--- config.mk ---
export PLATFORM = sky130hd
export DESIGN_NAME = vpkt_builder
export DESIGN_NICKNAME = d
export VERILOG_FILES = /design/src/verilog/vpkt_pkg.sv /design/src/verilog/vpkt_rx_check.sv /design/src/verilog/vpkt_builder.sv
export SDC_FILE = /design/constraint.sdc
export NUM_CORES = 1
export LEC_CHECK = 0
export BUFFER_PORTS_ARGS = -buffer_cell sky130_fd_sc_hd__clkbuf_2
export CORE_ASPECT_RATIO = 0.7
export CORE_MARGIN = 4
export CORE_UTILIZATION = 55
export CTS_CLUSTER_DIAMETER = 200
export DETAILED_ROUTE_END_ITERATION = 7
export PLACE_DENSITY_LB_ADDON = 0.15
export RECOVER_POWER = 50
export SLEW_MARGIN = 0
export SYNTH_ARGS = -nofsm -noshare
export SYNTH_HDL_FRONTEND = slang
export SYNTH_SLANG_ARGS = --single-unit
--- constraint.sdc ---
create_clock -name REF_CLK -period 3.85 [get_ports REF_CLK]
set_clock_uncertainty 0.2 [all_clocks]
set_input_delay 1.155 -clock REF_CLK [delete_from_list [all_inputs] [get_ports REF_CLK]]
set_output_delay 1.155 -clock REF_CLK [all_outputs]
set_load 0.1 [all_outputs]
--- src/verilog/vpkt_pkg.sv ---
// Constants for the version context packet builder
package vpkt_pkg;
  // Header fields
  localparam logic [3:0]  PKT_TYPE_VERSION   = 4'h4;
  localparam int          HDR_TYPE_LSB       = 28;
  localparam int          HDR_CLASSID_BIT    = 27;
  localparam int          HDR_TSM_BIT        = 24;
  localparam int          HDR_TSI_LSB        = 22;
  localparam int          HDR_TSF_LSB        = 20;
  localparam int          HDR_SEQ_LSB        = 16;
  localparam logic [1:0]  FRAC_TIME_REALTIME = 2'h2;
  localparam logic [15:0] PKT_SIZE_WORDS     = 16'h000b;
  localparam logic [3:0]  PKT_LAST_IDX       = 4'ha;
  // Class identifier
  localparam logic [15:0] PKT_CLASS_VERSION  = 16'h0004;
  localparam logic [15:0] INFO_CLASS_DEFAULT = 16'h0001;
  // Arbitrary neutral organisation identifier
  localparam logic [23:0] ORG_ID_DEFAULT     = 24'h000000;
  // Command packet classes
  localparam logic [15:0] CMD_CLASS_SAMPLE   = 16'h0005;
  localparam logic [15:0] CMD_CLASS_REALTIME = 16'h0006;
  // Context indicators and version
  localparam logic [31:0] CIF_FIRST_CHANGED  = 32'h80000002;
  localparam logic [31:0] CIF_FIRST_STEADY   = 32'h00000002;
  localparam logic [31:0] CIF_SECOND_VALUE   = 32'h0000000c;
  localparam logic [31:0] PROTO_VERSION      = 32'h00000004;
  localparam int          VER_YEAR_LSB       = 25;
  localparam int          VER_DAY_LSB        = 16;
  localparam int          VER_REV_LSB        = 10;
  localparam int          VER_TYPE_LSB       = 6;
  localparam logic [3:0]  DEVICE_TYPE_NONE   = 4'h0;
  localparam logic [5:0]  IFREV_MAJOR1       = 6'h00;
  localparam logic [5:0]  IFREV_RSVD_MAX     = 6'h1f;
  localparam logic [6:0]  BUILD_YEAR_RST     = 7'h00;
  localparam logic [8:0]  BUILD_DAY_RST      = 9'h001;
  localparam logic [5:0]  BUILD_REV_RST      = 6'h01;
  // Register byte offsets
  localparam logic [7:0]  REG_CTRL           = 8'h00;
  localparam logic [7:0]  REG_STREAM_ID      = 8'h04;
  localparam logic [7:0]  REG_BUILD          = 8'h08;
  localparam logic [7:0]  REG_STATUS         = 8'h0c;
  localparam logic [7:0]  REG_PEER_VER       = 8'h10;
  localparam logic [7:0]  REG_PEER_BUILD     = 8'h14;
  localparam logic [7:0]  REG_ORG_ID         = 8'h18;
  // Time base
  localparam int          CLK_PERIOD_PS      = 5000;
  localparam logic [63:0] PS_PER_SECOND      = 64'd1000000000000;
endpackage

--- src/verilog/vpkt_rx_check.sv ---
// Receive checker for an incoming version context packet
`timescale 1ns/1ps
`default_nettype none
module vpkt_rx_check
  import vpkt_pkg::*;
(
  // Clock and reset
  input  wire logic        clk,
  input  wire logic        nrst,
  // Word stream in
  input  wire logic        rx_valid,
  input  wire logic        rx_last,
  input  wire logic [31:0] rx_data,
  // Result
  output logic             done_r,
  output logic             good_r,
  output logic [31:0]      peer_ver_r,
  output logic [31:0]      peer_build_r,
  output logic             compat_r
);
  logic [3:0]  idx_r;
  logic        ok_r;
  logic        word_ok;
  logic [31:0] ver_seen_r;

  // Expected fixed fields, word by word
  assign word_ok =
      (idx_r == 4'h0) ? (rx_data[31:28] == PKT_TYPE_VERSION && rx_data[15:0] == PKT_SIZE_WORDS) :
      (idx_r == 4'h2) ? (rx_data[31:27] == 5'h00) :
      (idx_r == 4'h3) ? (rx_data[15:0] == PKT_CLASS_VERSION) :
      (idx_r == 4'h7) ? (rx_data == CIF_FIRST_CHANGED || rx_data == CIF_FIRST_STEADY) :
      (idx_r == 4'h8) ? (rx_data == CIF_SECOND_VALUE) :
      (idx_r == 4'ha) ? (rx_data[5:0] <= IFREV_RSVD_MAX) :
      1'b1;

  always_ff @(posedge clk) begin
    if (!nrst) begin
      idx_r        <= 4'h0;
      ok_r         <= 1'b1;
      done_r       <= 1'b0;
      good_r       <= 1'b0;
      ver_seen_r   <= 32'h0;
      peer_ver_r   <= 32'h0;
      peer_build_r <= 32'h0;
      compat_r     <= 1'b0;
    end else begin
      done_r <= 1'b0;
      if (rx_valid) begin
        if (idx_r == 4'h9) begin
          ver_seen_r <= rx_data;
        end
        if (rx_last) begin
          idx_r  <= 4'h0;
          ok_r   <= 1'b1;
          done_r <= 1'b1;
          // Short or long packets are rejected whole
          good_r <= ok_r && word_ok && (idx_r == PKT_LAST_IDX);
          if (ok_r && word_ok && idx_r == PKT_LAST_IDX) begin
            peer_ver_r   <= ver_seen_r;
            peer_build_r <= rx_data;
            // Only major 1 is understood; anything else leaves us incompatible
            compat_r     <= (ver_seen_r == PROTO_VERSION) && (rx_data[5:0] == IFREV_MAJOR1);
          end
        end else begin
          idx_r <= (idx_r == 4'hf) ? idx_r : idx_r + 4'h1;
          ok_r  <= ok_r && word_ok;
        end
      end
    end
  end
endmodule
`default_nettype wire

--- src/verilog/vpkt_builder.sv ---
// Version context packet builder with Wishbone registers
//
// Overview of operation
// - Header packet type is 0x4.
// - Header timestamp mode bit is one, coarse timing.
// - Fractional timestamp type coded 0x2, real time picoseconds.
// - Header size field is eleven words.
// - Pad bit count in first class word is zero.
// - Packet class code 0x0004 in low half of second class word.
// - Fractional timestamp counts picoseconds beyond the integer second.
// - First indicator 0x80000002 after a context change, else 0x00000002.
// - Second indicator word is constant 0x0000000C.
// - Protocol version word is 0x4.
// - Version bits 31..25 hold build year minus 2000.
// - Version bits 24..16 hold build day, January first is one.
// - Version bits 15..10 hold same-day revision, normally one.
// - Device type bits 9..6 are zero.
// - Interface revision bits 5..0 are zero; codes 1..31 never sent.
// - Received version info selects a compatible mode where possible; here it only drives PEER_COMPAT and the status compat bit.
// - Only control command sub-type used; no acknowledge packets.
// - Command packets carry only class codes 0x0005 or 0x0006.
//
// Our own choices: the placing of the registers and the Wishbone slave port.
`timescale 1ns/1ps
`default_nettype none
module vpkt_builder
  import vpkt_pkg::*;
#(
  parameter int CLK_PS = CLK_PERIOD_PS
)
(
  // Clock and reset
  input  wire logic        REF_CLK,
  input  wire logic        NRST,
  // Wishbone slave
  input  wire logic        WB_CYC_I,
  input  wire logic        WB_STB_I,
  input  wire logic        WB_WE_I,
  input  wire logic [7:0]  WB_ADR_I,
  input  wire logic [3:0]  WB_SEL_I,
  input  wire logic [31:0] WB_DAT_I,
  output logic [31:0]      WB_DAT_O,
  output logic             WB_ACK_O,
  // Outgoing packet words
  output logic             TX_VALID,
  output logic             TX_LAST,
  output logic [31:0]      TX_DATA,
  input  wire logic        TX_READY,
  // Incoming packet words
  input  wire logic        RX_VALID,
  input  wire logic        RX_LAST,
  input  wire logic [31:0] RX_DATA,
  // Mode chosen from peer version
  output logic             PEER_COMPAT
);
  typedef enum logic [1:0] {
    ST_IDLE = 2'b00,
    ST_SEND = 2'b01
  } tx_state_t;

  tx_state_t   state_r, state_nxt;
  logic [3:0]  idx_r;
  logic [31:0] stream_id_r;
  logic [31:0] org_id_r;
  logic [6:0]  year_r;
  logic [8:0]  day_r;
  logic [5:0]  rev_r;
  logic        changed_r;
  logic [3:0]  seq_r;
  logic [1:0]  tsi_r;
  logic [31:0] sec_r;
  logic [63:0] ps_r;
  logic [31:0] sec_snap_r;
  logic [63:0] ps_snap_r;
  logic        chg_snap_r;
  logic [15:0] sent_cnt_r;

  // Byte-lane merge for register writes
  function automatic logic [31:0] merge(input logic [31:0] old, input logic [31:0] dat, input logic [3:0] sel);
    logic [31:0] res;
    res = old;
    for (int i = 0; i < 4; i++) begin
      if (sel[i]) begin
        res[i*8 +: 8] = dat[i*8 +: 8];
      end
    end
    return res;
  endfunction

  // Bus decode
  wire         wb_req    = WB_CYC_I && WB_STB_I && !WB_ACK_O;
  wire         wb_wr     = wb_req && WB_WE_I;
  wire         at_ctrl   = (WB_ADR_I == REG_CTRL);
  wire         at_sid    = (WB_ADR_I == REG_STREAM_ID);
  wire         at_build  = (WB_ADR_I == REG_BUILD);
  wire         at_status = (WB_ADR_I == REG_STATUS);
  wire         at_pver   = (WB_ADR_I == REG_PEER_VER);
  wire         at_pbuild = (WB_ADR_I == REG_PEER_BUILD);
  wire         at_org    = (WB_ADR_I == REG_ORG_ID);
  wire         wr_ctrl   = wb_wr && at_ctrl;
  wire         wr_sid    = wb_wr && at_sid;
  wire         wr_build  = wb_wr && at_build;
  wire         wr_org    = wb_wr && at_org;
  wire         start_req = wr_ctrl && WB_SEL_I[0] && WB_DAT_I[0];
  wire         mark_chg  = wr_ctrl && WB_SEL_I[0] && WB_DAT_I[1];
  wire [31:0]  build_now = {year_r, day_r, rev_r, 10'h000};
  wire [31:0]  build_new = merge(build_now, WB_DAT_I, WB_SEL_I);
  wire [31:0]  sid_new   = merge(stream_id_r, WB_DAT_I, WB_SEL_I);
  wire [31:0]  org_new   = merge(org_id_r, WB_DAT_I, WB_SEL_I);
  wire         busy      = (state_r == ST_SEND);

  // Receive side
  logic        rx_done;
  logic        rx_good;
  logic [31:0] peer_ver;
  logic [31:0] peer_build;
  logic        rx_compat;

  vpkt_rx_check u_rx (
    .clk          (REF_CLK),
    .nrst         (NRST),
    .rx_valid     (RX_VALID),
    .rx_last      (RX_LAST),
    .rx_data      (RX_DATA),
    .done_r       (rx_done),
    .good_r       (rx_good),
    .peer_ver_r   (peer_ver),
    .peer_build_r (peer_build),
    .compat_r     (rx_compat)
  );

  logic rx_good_seen_r;
  logic rx_bad_seen_r;

  // Unmapped offsets read zero; writes to them are dropped but still acked
  wire [31:0] rd_data =
      at_ctrl   ? {30'h0, changed_r, 1'b0} :
      at_sid    ? stream_id_r :
      at_build  ? build_now :
      at_status ? {sent_cnt_r, 12'h000, rx_bad_seen_r, rx_good_seen_r, rx_compat, busy} :
      at_pver   ? peer_ver :
      at_pbuild ? peer_build :
      at_org    ? org_id_r :
      32'h0;

  // One wait state; ack falls after one cycle even if the strobe stays up
  always_ff @(posedge REF_CLK) begin
    if (!NRST) begin
      WB_ACK_O <= 1'b0;
    end else begin
      WB_ACK_O <= wb_req;
    end
  end

  // Data is zero outside the answer cycle
  always_ff @(posedge REF_CLK) begin
    if (!NRST) begin
      WB_DAT_O <= 32'h0;
    end else begin
      WB_DAT_O <= wb_req ? rd_data : 32'h0;
    end
  end

  // Software registers
  always_ff @(posedge REF_CLK) begin
    if (!NRST) begin
      stream_id_r <= 32'h0;
    end else if (wr_sid) begin
      stream_id_r <= sid_new;
    end
  end

  // Only 24 bits of the organisation word exist; the top byte reads zero
  always_ff @(posedge REF_CLK) begin
    if (!NRST) begin
      org_id_r <= {8'h00, ORG_ID_DEFAULT};
    end else if (wr_org) begin
      org_id_r <= {8'h00, org_new[23:0]};
    end
  end

  always_ff @(posedge REF_CLK) begin
    if (!NRST) begin
      year_r <= BUILD_YEAR_RST;
      day_r  <= BUILD_DAY_RST;
      rev_r  <= BUILD_REV_RST;
    end else if (wr_build) begin
      year_r <= build_new[31:25];
      day_r  <= build_new[24:16];
      rev_r  <= build_new[15:10];
    end
  end

  // Change flag: a new change wins over the clear at packet start
  wire ctx_change = wr_sid || wr_build || wr_org || mark_chg;
  wire pkt_start  = (state_r == ST_IDLE) && start_req;

  always_ff @(posedge REF_CLK) begin
    if (!NRST) begin
      changed_r <= 1'b1;
    end else if (ctx_change) begin
      changed_r <= 1'b1;
    end else if (pkt_start) begin
      changed_r <= 1'b0;
    end
  end

  // Free-running time base
  wire [63:0] ps_step = 64'(CLK_PS);
  wire        sec_wrap = (ps_r + ps_step) >= PS_PER_SECOND;

  always_ff @(posedge REF_CLK) begin
    if (!NRST) begin
      sec_r <= 32'h0;
      ps_r  <= 64'h0;
    end else if (sec_wrap) begin
      sec_r <= sec_r + 32'h1;
      ps_r  <= ps_r + ps_step - PS_PER_SECOND;
    end else begin
      ps_r  <= ps_r + ps_step;
    end
  end

  // Sender state machine
  // Only a word actually on the link can be taken
  wire word_taken = busy && TX_VALID && TX_READY;

  always_comb begin
    state_nxt = state_r;
    unique case (state_r)
      ST_IDLE: begin
        if (start_req) begin
          state_nxt = ST_SEND;
        end
      end
      ST_SEND: begin
        if (word_taken && idx_r == PKT_LAST_IDX) begin
          state_nxt = ST_IDLE;
        end
      end
      default: state_nxt = ST_IDLE;
    endcase
  end

  always_ff @(posedge REF_CLK) begin
    if (!NRST) begin
      state_r <= ST_IDLE;
    end else begin
      state_r <= state_nxt;
    end
  end

  // Snapshot at start so the words stay coherent while the link stalls
  always_ff @(posedge REF_CLK) begin
    if (!NRST) begin
      sec_snap_r <= 32'h0;
      ps_snap_r  <= 64'h0;
      chg_snap_r <= 1'b0;
      tsi_r      <= 2'h1;
    end else if (pkt_start) begin
      sec_snap_r <= sec_r;
      ps_snap_r  <= ps_r;
      chg_snap_r <= changed_r;
      tsi_r      <= WB_DAT_I[3:2];
    end
  end

  // Index of the word on the link, sequence number and sent count
  always_ff @(posedge REF_CLK) begin
    if (!NRST) begin
      idx_r      <= 4'h0;
      seq_r      <= 4'h0;
      sent_cnt_r <= 16'h0;
    end else if (pkt_start) begin
      idx_r <= 4'h0;
    end else if (word_taken) begin
      idx_r <= idx_r + 4'h1;
      if (idx_r == PKT_LAST_IDX) begin
        seq_r      <= seq_r + 4'h1;
        sent_cnt_r <= sent_cnt_r + 16'h1;
      end
    end
  end

  // Peer result flags
  always_ff @(posedge REF_CLK) begin
    if (!NRST) begin
      rx_good_seen_r <= 1'b0;
      rx_bad_seen_r  <= 1'b0;
    end else if (rx_done) begin
      rx_good_seen_r <= rx_good;
      rx_bad_seen_r  <= !rx_good;
    end
  end

  // Word assembly
  wire [31:0] hdr_word = {PKT_TYPE_VERSION, 1'b1, 2'b00, 1'b1, tsi_r, FRAC_TIME_REALTIME, seq_r, PKT_SIZE_WORDS};
  wire [31:0] cls0     = {5'h00, 3'h0, org_id_r[23:0]};
  wire [31:0] cls1     = {INFO_CLASS_DEFAULT, PKT_CLASS_VERSION};
  wire [31:0] cif0     = chg_snap_r ? CIF_FIRST_CHANGED : CIF_FIRST_STEADY;
  wire [31:0] ver_word = {year_r, day_r, rev_r, DEVICE_TYPE_NONE, IFREV_MAJOR1};

  // Word to load: the first one at start, else the one after the word being taken
  wire [3:0]  sel_idx = TX_VALID ? idx_r + 4'h1 : idx_r;

  wire [31:0] word_sel =
      (sel_idx == 4'h0) ? hdr_word :
      (sel_idx == 4'h1) ? stream_id_r :
      (sel_idx == 4'h2) ? cls0 :
      (sel_idx == 4'h3) ? cls1 :
      (sel_idx == 4'h4) ? sec_snap_r :
      (sel_idx == 4'h5) ? ps_snap_r[63:32] :
      (sel_idx == 4'h6) ? ps_snap_r[31:0] :
      (sel_idx == 4'h7) ? cif0 :
      (sel_idx == 4'h8) ? CIF_SECOND_VALUE :
      (sel_idx == 4'h9) ? PROTO_VERSION :
      ver_word;

  // Registered output; a stalled word holds until the far side takes it
  wire load_word = busy && (!TX_VALID || word_taken);

  always_ff @(posedge REF_CLK) begin
    if (!NRST) begin
      TX_VALID <= 1'b0;
      TX_LAST  <= 1'b0;
      TX_DATA  <= 32'h0;
    end else if (word_taken && idx_r == PKT_LAST_IDX) begin
      TX_VALID <= 1'b0;
      TX_LAST  <= 1'b0;
    end else if (load_word) begin
      TX_VALID <= 1'b1;
      TX_DATA  <= word_sel;
      TX_LAST  <= (sel_idx == PKT_LAST_IDX);
    end
  end

  // Registered again so the pin comes straight from a flip-flop
  always_ff @(posedge REF_CLK) begin
    if (!NRST) begin
      PEER_COMPAT <= 1'b0;
    end else begin
      PEER_COMPAT <= rx_compat;
    end
  end
endmodule
`default_nettype wire

# == Word level (Yosys, flattened, before mapping) ==
# Cells that the tools add are included.
# word_totals
word_cells,176
output_inout_bits,68
reg_bits,474
# op_classes
n_reduce_logical,56
order_cmp,2
n_eq_ne,35
n_addsub,7
n_mux,33
bitwise_logic,4
# ops
cell,count
$mux 32,16
$add 64x13->64 const B,1
$ge 64x40->1 const B,1
$mux 64,1
$sub 64x40->64 const B,1
$reduce_and 2->1,17
$add 32x1->32 const B,1
$eq 32x2->1 const B,1
$eq 32x3->1 const B,1
$eq 32x32->1 const B,1
$eq 32x4->1 const B,1
$eq 4x4->1 const B,8
$eq 4x3->1 const B,6
$eq 8x5->1 const B,3
$mux 24,1
$logic_and 1x1->1,19
$add 16x1->16 const B,1
$eq 16x3->1 const B,1
$eq 16x4->1 const B,1
$eq 4x2->1 const B,4
$eq 8x4->1 const B,2
$add 4x1->4 const B,3
$mux 4,3
$eq 8x3->1 const B,1
other kinds (19),42

# == Logic depth before layout (Yosys ltp) ==
# logic_depth
depth_word,13
ltp_mapped,17

# == Cells and area by module ==
# Synthesis repeated with hierarchy kept, for this count alone.
# hier_totals
hier_cells,2779
hier_area_um2,22622.9
# modules_own_cells
module,seq_area_each_um2,area_per_inst_um2,cells_per_inst,n_inst
vpkt_builder,7267.0,18215.0,2275,1
vpkt_rx_check,2082.0,4408.0,504,1

# == Worst setup path before layout ==
# OpenSTA, ideal clock, no wires.
# synth_timing
path_type,flip-flop to flip-flop
start,register ps_r[3]
end,register ps_r[56]
required_ns,3.527
period_less_slack_ns,4.208
arrival_time_ns,3.884
path_slack_ns,-0.358
path_stages_with_launch,15
cell_sequence,dfxtp_1 -> ha_1 -> and3_1 -> clkbuf_1 -> nor2_1 -> or3_4 -> buf_6 -> o31ai_4 -> nand3_2 -> or4_1 -> or3_1 -> buf_2 -> or3_1 -> nor3_1 -> mux2_1
# synth_via
elab_chain_len,3
# synth_rtl
element,line_no,rtl
from (decl),vpkt_builder.sv:72,logic [63:0] ps_r;
from (signal assigned),vpkt_builder.sv:218,ps_r <= ps_r + ps_step - PS_PER_SECOND;
from (signal assigned),vpkt_builder.sv:220,ps_r <= ps_r + ps_step;
$add 64x13->64 (*),"vpkt_builder.sv:210, vpkt_builder.sv:218, vpkt_builder.sv:220",
$sub 64x40->64 or $ge 64x40->1 (tied branches),"vpkt_builder.sv:218, vpkt_builder.sv:210",
$mux 64 (*),vpkt_builder.sv:216,end else if (sec_wrap) begin
# Every way passes the cells marked *; elsewhere a longest branch is shown, timed or not.
# A chain may end at the register's enable or synchronous reset.

# == Worst setup path after layout ==
# layout_timing
start,register ps_r[17]
end,register sec_r[25]
# layout_via
elab_chain_len,2
# layout_rtl
element,line_no,rtl
$add 64x13->64,vpkt_builder.sv:210,wire sec_wrap = (ps_r + ps_step) >= PS_PER_SECOND;
$ge 64x40->1,vpkt_builder.sv:210,
to (signal assigned),vpkt_builder.sv:217,sec_r <= sec_r + 32'h1;
to (decl),vpkt_builder.sv:71,logic [31:0] sec_r;
# Every way passes these cells.

==> flow_metrics.env <==
export IMPL_yosys_warnings=0
export IMPL_power_frac_seq_pct=37.2
export IMPL_power_mw=14.2
export IMPL_wirelength_mm=79.9
export IMPL_dieHeight_um=176
export IMPL_final_cell_area_mm2=0.0281
export IMPL_grt_antenna_before_repair=1
export IMPL_synth_cell_type_count=73
export IMPL_finalCritPeriodShare_pct=107
export IMPL_gp_congestion=1.03
export IMPL_r2r_end="sec_r[25]$_SDFFE_PN0P_"
export IMPL_die_w_um=248
export IMPL_clockRootBuffer="clkbuf_16"
export IMPL_vias=23000
export IMPL_drive_above_1_share_pct=21.0
export IMPL_hpwl_mm=57.4
export IMPL_syn_area_per_cell_um2=8.16
export IMPL_r2r_cells=12
export IMPL_ant_nets=0
export IMPL_rsz0062_at_grt="yes"
export IMPL_dr_pass1_iters=8
export IMPL_io_pins=152
export IMPL_rrSetupSlack_ns=-0.27
export IMPL_cp_endpoint="sec_r[25]$_SDFFE_PN0P_"
export IMPL_reg2reg_from="ps_r[17]$_SDFF_PN0_"
export IMPL_nets=3165
export IMPL_via_per_inst=6.31
export IMPL_grt_pass1_wl_mm=120
export IMPL_clkLatencyLatePin_ns=0.57
export IMPL_start_util_pct=55.8
export IMPL_worstPathRequired_ns=4.15
export IMPL_synth_edf_count=0
export IMPL_cts_tree="done"
export IMPL_grt_usage_pct=34.3
export IMPL_grt_pass1_vias=21200
export IMPL_critPathMaxStageDelay_ns=0.57
export IMPL_dp_cells=3526
export IMPL_finalNonFillerCells=3641
export IMPL_critical_path_class="reg2reg"
export IMPL_path_cells="nand3_2 > or4_4 > or3_4 > or3_4 > a222oi_1 > buf_4 > a21oi_4 > nor4b_4 > o211a_4 > clkbuf_16 > or4_4 > a21oi_2"
export IMPL_overflow=0
export IMPL_critPathLaunch="ps_r[17]$_SDFF_PN0_"
export IMPL_cts_max_level=2
export IMPL_clock_sinks=467
export IMPL_synthCells=2718
export IMPL_whs_ns=0.234
export IMPL_worstPathMaxFanout=7
export IMPL_clockBufferDepth=3
export IMPL_hp_start="ps_r[3]$_SDFF_PN0_"
export IMPL_period_minus_slack_ns=4.12
export IMPL_critPathLaunchType="register"
export IMPL_setup_viol=84
export IMPL_p_switching_mw=4.62
export IMPL_setup_ws_ns=-0.271
export IMPL_synth_async_reset_ratio_pct=0
export IMPL_slew_headroom_pct=-11.9
export IMPL_ys_seq_area_share_pct=42.1
export IMPL_drtIter0Drc=2629
export IMPL_power_density_mw_per_mm2=507
export IMPL_swShare_pct=32.5
export IMPL_hold_violations=0
export IMPL_pre_cts_ws_ns=-0.743
export IMPL_violations="capacitance limit, slew limit, setup timing"
export IMPL_cp_end_kind="register"
export IMPL_placed_area_mm2=0.0254
export IMPL_status="finished, violations left"
export IMPL_cts_buffers=45
export IMPL_comb_power_share_pct=31.3
export IMPL_utilization_pct=70.5
export IMPL_crit_arrival_ns=4.42
export IMPL_max_freq_ghz=0.243
export IMPL_drv_cap=1
export IMPL_leakagePower_nw=9.83
export IMPL_synth_fp_nets=2813
export IMPL_drcViolationCount=0
export IMPL_clk_pin_slew_ns=0.07
export IMPL_syn_to_final_growth_pct=26.4
export IMPL_irDropWorstVdd_uv=377
export IMPL_slew_violations=33
export IMPL_worst_pin_slew_ns=1.68
export IMPL_tns_ns=-13.46
export IMPL_io_buffers=151
export IMPL_core_mm2=0.0398
export IMPL_num_rows=61
export IMPL_slowest_stage="or4_4"
export IMPL_wl_per_cell_um=21.9
export IMPL_ys_ff_latch=467
export IMPL_grt_max_degree=103
export IMPL_dieArea_mm2=0.0437
export IMPL_p_int_mw=9.60
export IMPL_worstHoldPathType="reg2reg"
export IMPL_synth_area_mm2=0.0222
export IMPL_p_clk_share_pct=31.5
export IMPL_synth_main_ff_cell="dfxtp_1"
## power groups by stage
| stage | registers [mW] | logic [mW] | clock network (mW) |
|---|---|---|---|
| 3_5_place_dp | 5.37 | 3.45 | 0 |
| 5_1_grt | 5.30 | 4.70 | 4.70 |
| 3_3_place_gp | 5.38 | 3.40 | 0 |
| 2_1_floorplan | 5.31 | 1.86 | 0 |
| 6_report | 5.29 | 4.45 | 4.48 |
| 4_1_cts | 5.27 | 3.67 | 4.52 |
## worst min path at each step
| stage | cells after the start | end | slack [ns] |
|---|---|---|---|
| floorplan | 2 | u_rx.peer_build_r[5]$_SDFFE_PN0P_ | 0.21 |
| global placement | 1 | ps_r[3]$_SDFF_PN0_ | 0.22 |
| detailed placement | 2 | u_rx.peer_build_r[5]$_SDFFE_PN0P_ | 0.23 |
| CTS | 1 | ps_r[3]$_SDFF_PN0_ | 0.24 |
| global route | 2 | u_rx.peer_build_r[5]$_SDFFE_PN0P_ | 0.26 |
| finish | 1 | ps_r[3]$_SDFF_PN0_ | 0.23 |
## layer usage
| metal | GRT usage (%) | vias up | routed length [µm] |
|---|---|---|---|
| met5 | 0 | - | 0 |
| met4 | 7.73 | 0 | 2140 |
| met3 | 9.11 | 162 | 9580 |
| met2 | 50.4 | 1242 | 33900 |
| met1 | 50.6 | 11100 | 34200 |
| li1 | - | 10500 | - |
## repair_timing
item                                    in CTS  in global routing
pin swaps                                    9                 41
hold endpoints to repair                     0                  0
gates resized for setup                     40                138
buffers inserted                            11                 12
cloned                                       2                  7
hold buffers                                 0                  0
endpoints found under the setup margin      84                 84
## cells by family after synthesis
group	after synthesis	synth area share [%]
adders and majority gates	11	0.620
muxes	179	8.18
DFF	467	42.1
and+or+nand+nor	1151	24.2
xor gates and xnor gates	78	3.08
buffers and inverters	211	3.88
AOI/OAI and AO/OA	621	17.9
## critical path, delay by kind of cell (launching register included)
family	cells	cell delay (ns)
buffers and inverters	2	0.42
and+or+nand+nor	6	2.16
AOI/OAI and AO/OA	4	0.91
DFF	1	0.34
## layout make-up
type                    count  area [µm²]
inverters                  19        78.8
clock inverters            22         209
repair buffers            497        3590
fillers                  3147       11700
multi-input cells        2040       12900
diodes                      1        2.50
flip-flops and latches    467        9360
clock buffers              60        1260
well taps                 535         669
## state kept, by name (all words and copies together) (netlist names), 24 cells and up
signal             count
sec_snap_r            32
TX_DATA               32
stream_id_r           32
sec_r                 32
u_rx.ver_seen_r       32
u_rx.peer_build_r     32
WB_DAT_O              32
ps_r                  61
ps_snap_r             61
u_rx.peer_ver_r       32
org_id_r              24
## cell usage in the layout, fill, tap and decap left out, types with 17 or more instances in the layout
master,n
nor2_1,290
mux2_2,17
o21ai_0,62
dfxtp_1,461
nand4_1,34
nor4_1,37
nor3_1,70
xor2_1,39
buf_4,285
a211oi_1,25
nand3_1,59
clkbuf_1,95
buf_6,18
clkbuf_2,83
a22oi_1,64
inv_1,18
nand2_1,436
mux2i_1,161
or3_1,21
a21oi_1,248
nor3_2,17
and3_1,26
xnor2_1,36
clkbuf_16,51
o21a_1,18
a221oi_1,28
## synth_stat cells, types with 16 or more instances
cell	number	area (µm²)
dfxtp_1	467	9350
nand2_1	438	1640
nor2_1	293	1100
a21oi_1	263	1320
mux2i_1	161	1610
clkbuf_1	154	578
nor3_1	90	450
o21ai_0	66	330
a22oi_1	64	480
nand3_1	63	315
nor4_1	53	332
xnor2_1	39	342
xor2_1	39	342
nand4_1	34	213
and3_1	31	194
a211oi_1	29	218
a221oi_1	28	245
or3_1	25	156
or4_1	24	180
o311ai_0	20	175
o31ai_1	20	150
a31oi_1	19	119
and2_1	19	119
buf_2	19	95.1
inv_1	19	71.3
and4_1	18	158
o21a_1	18	135
mux2_2	17	191
nand2b_1	16	100
Note: power is estimated with default switching activity, not from simulation.
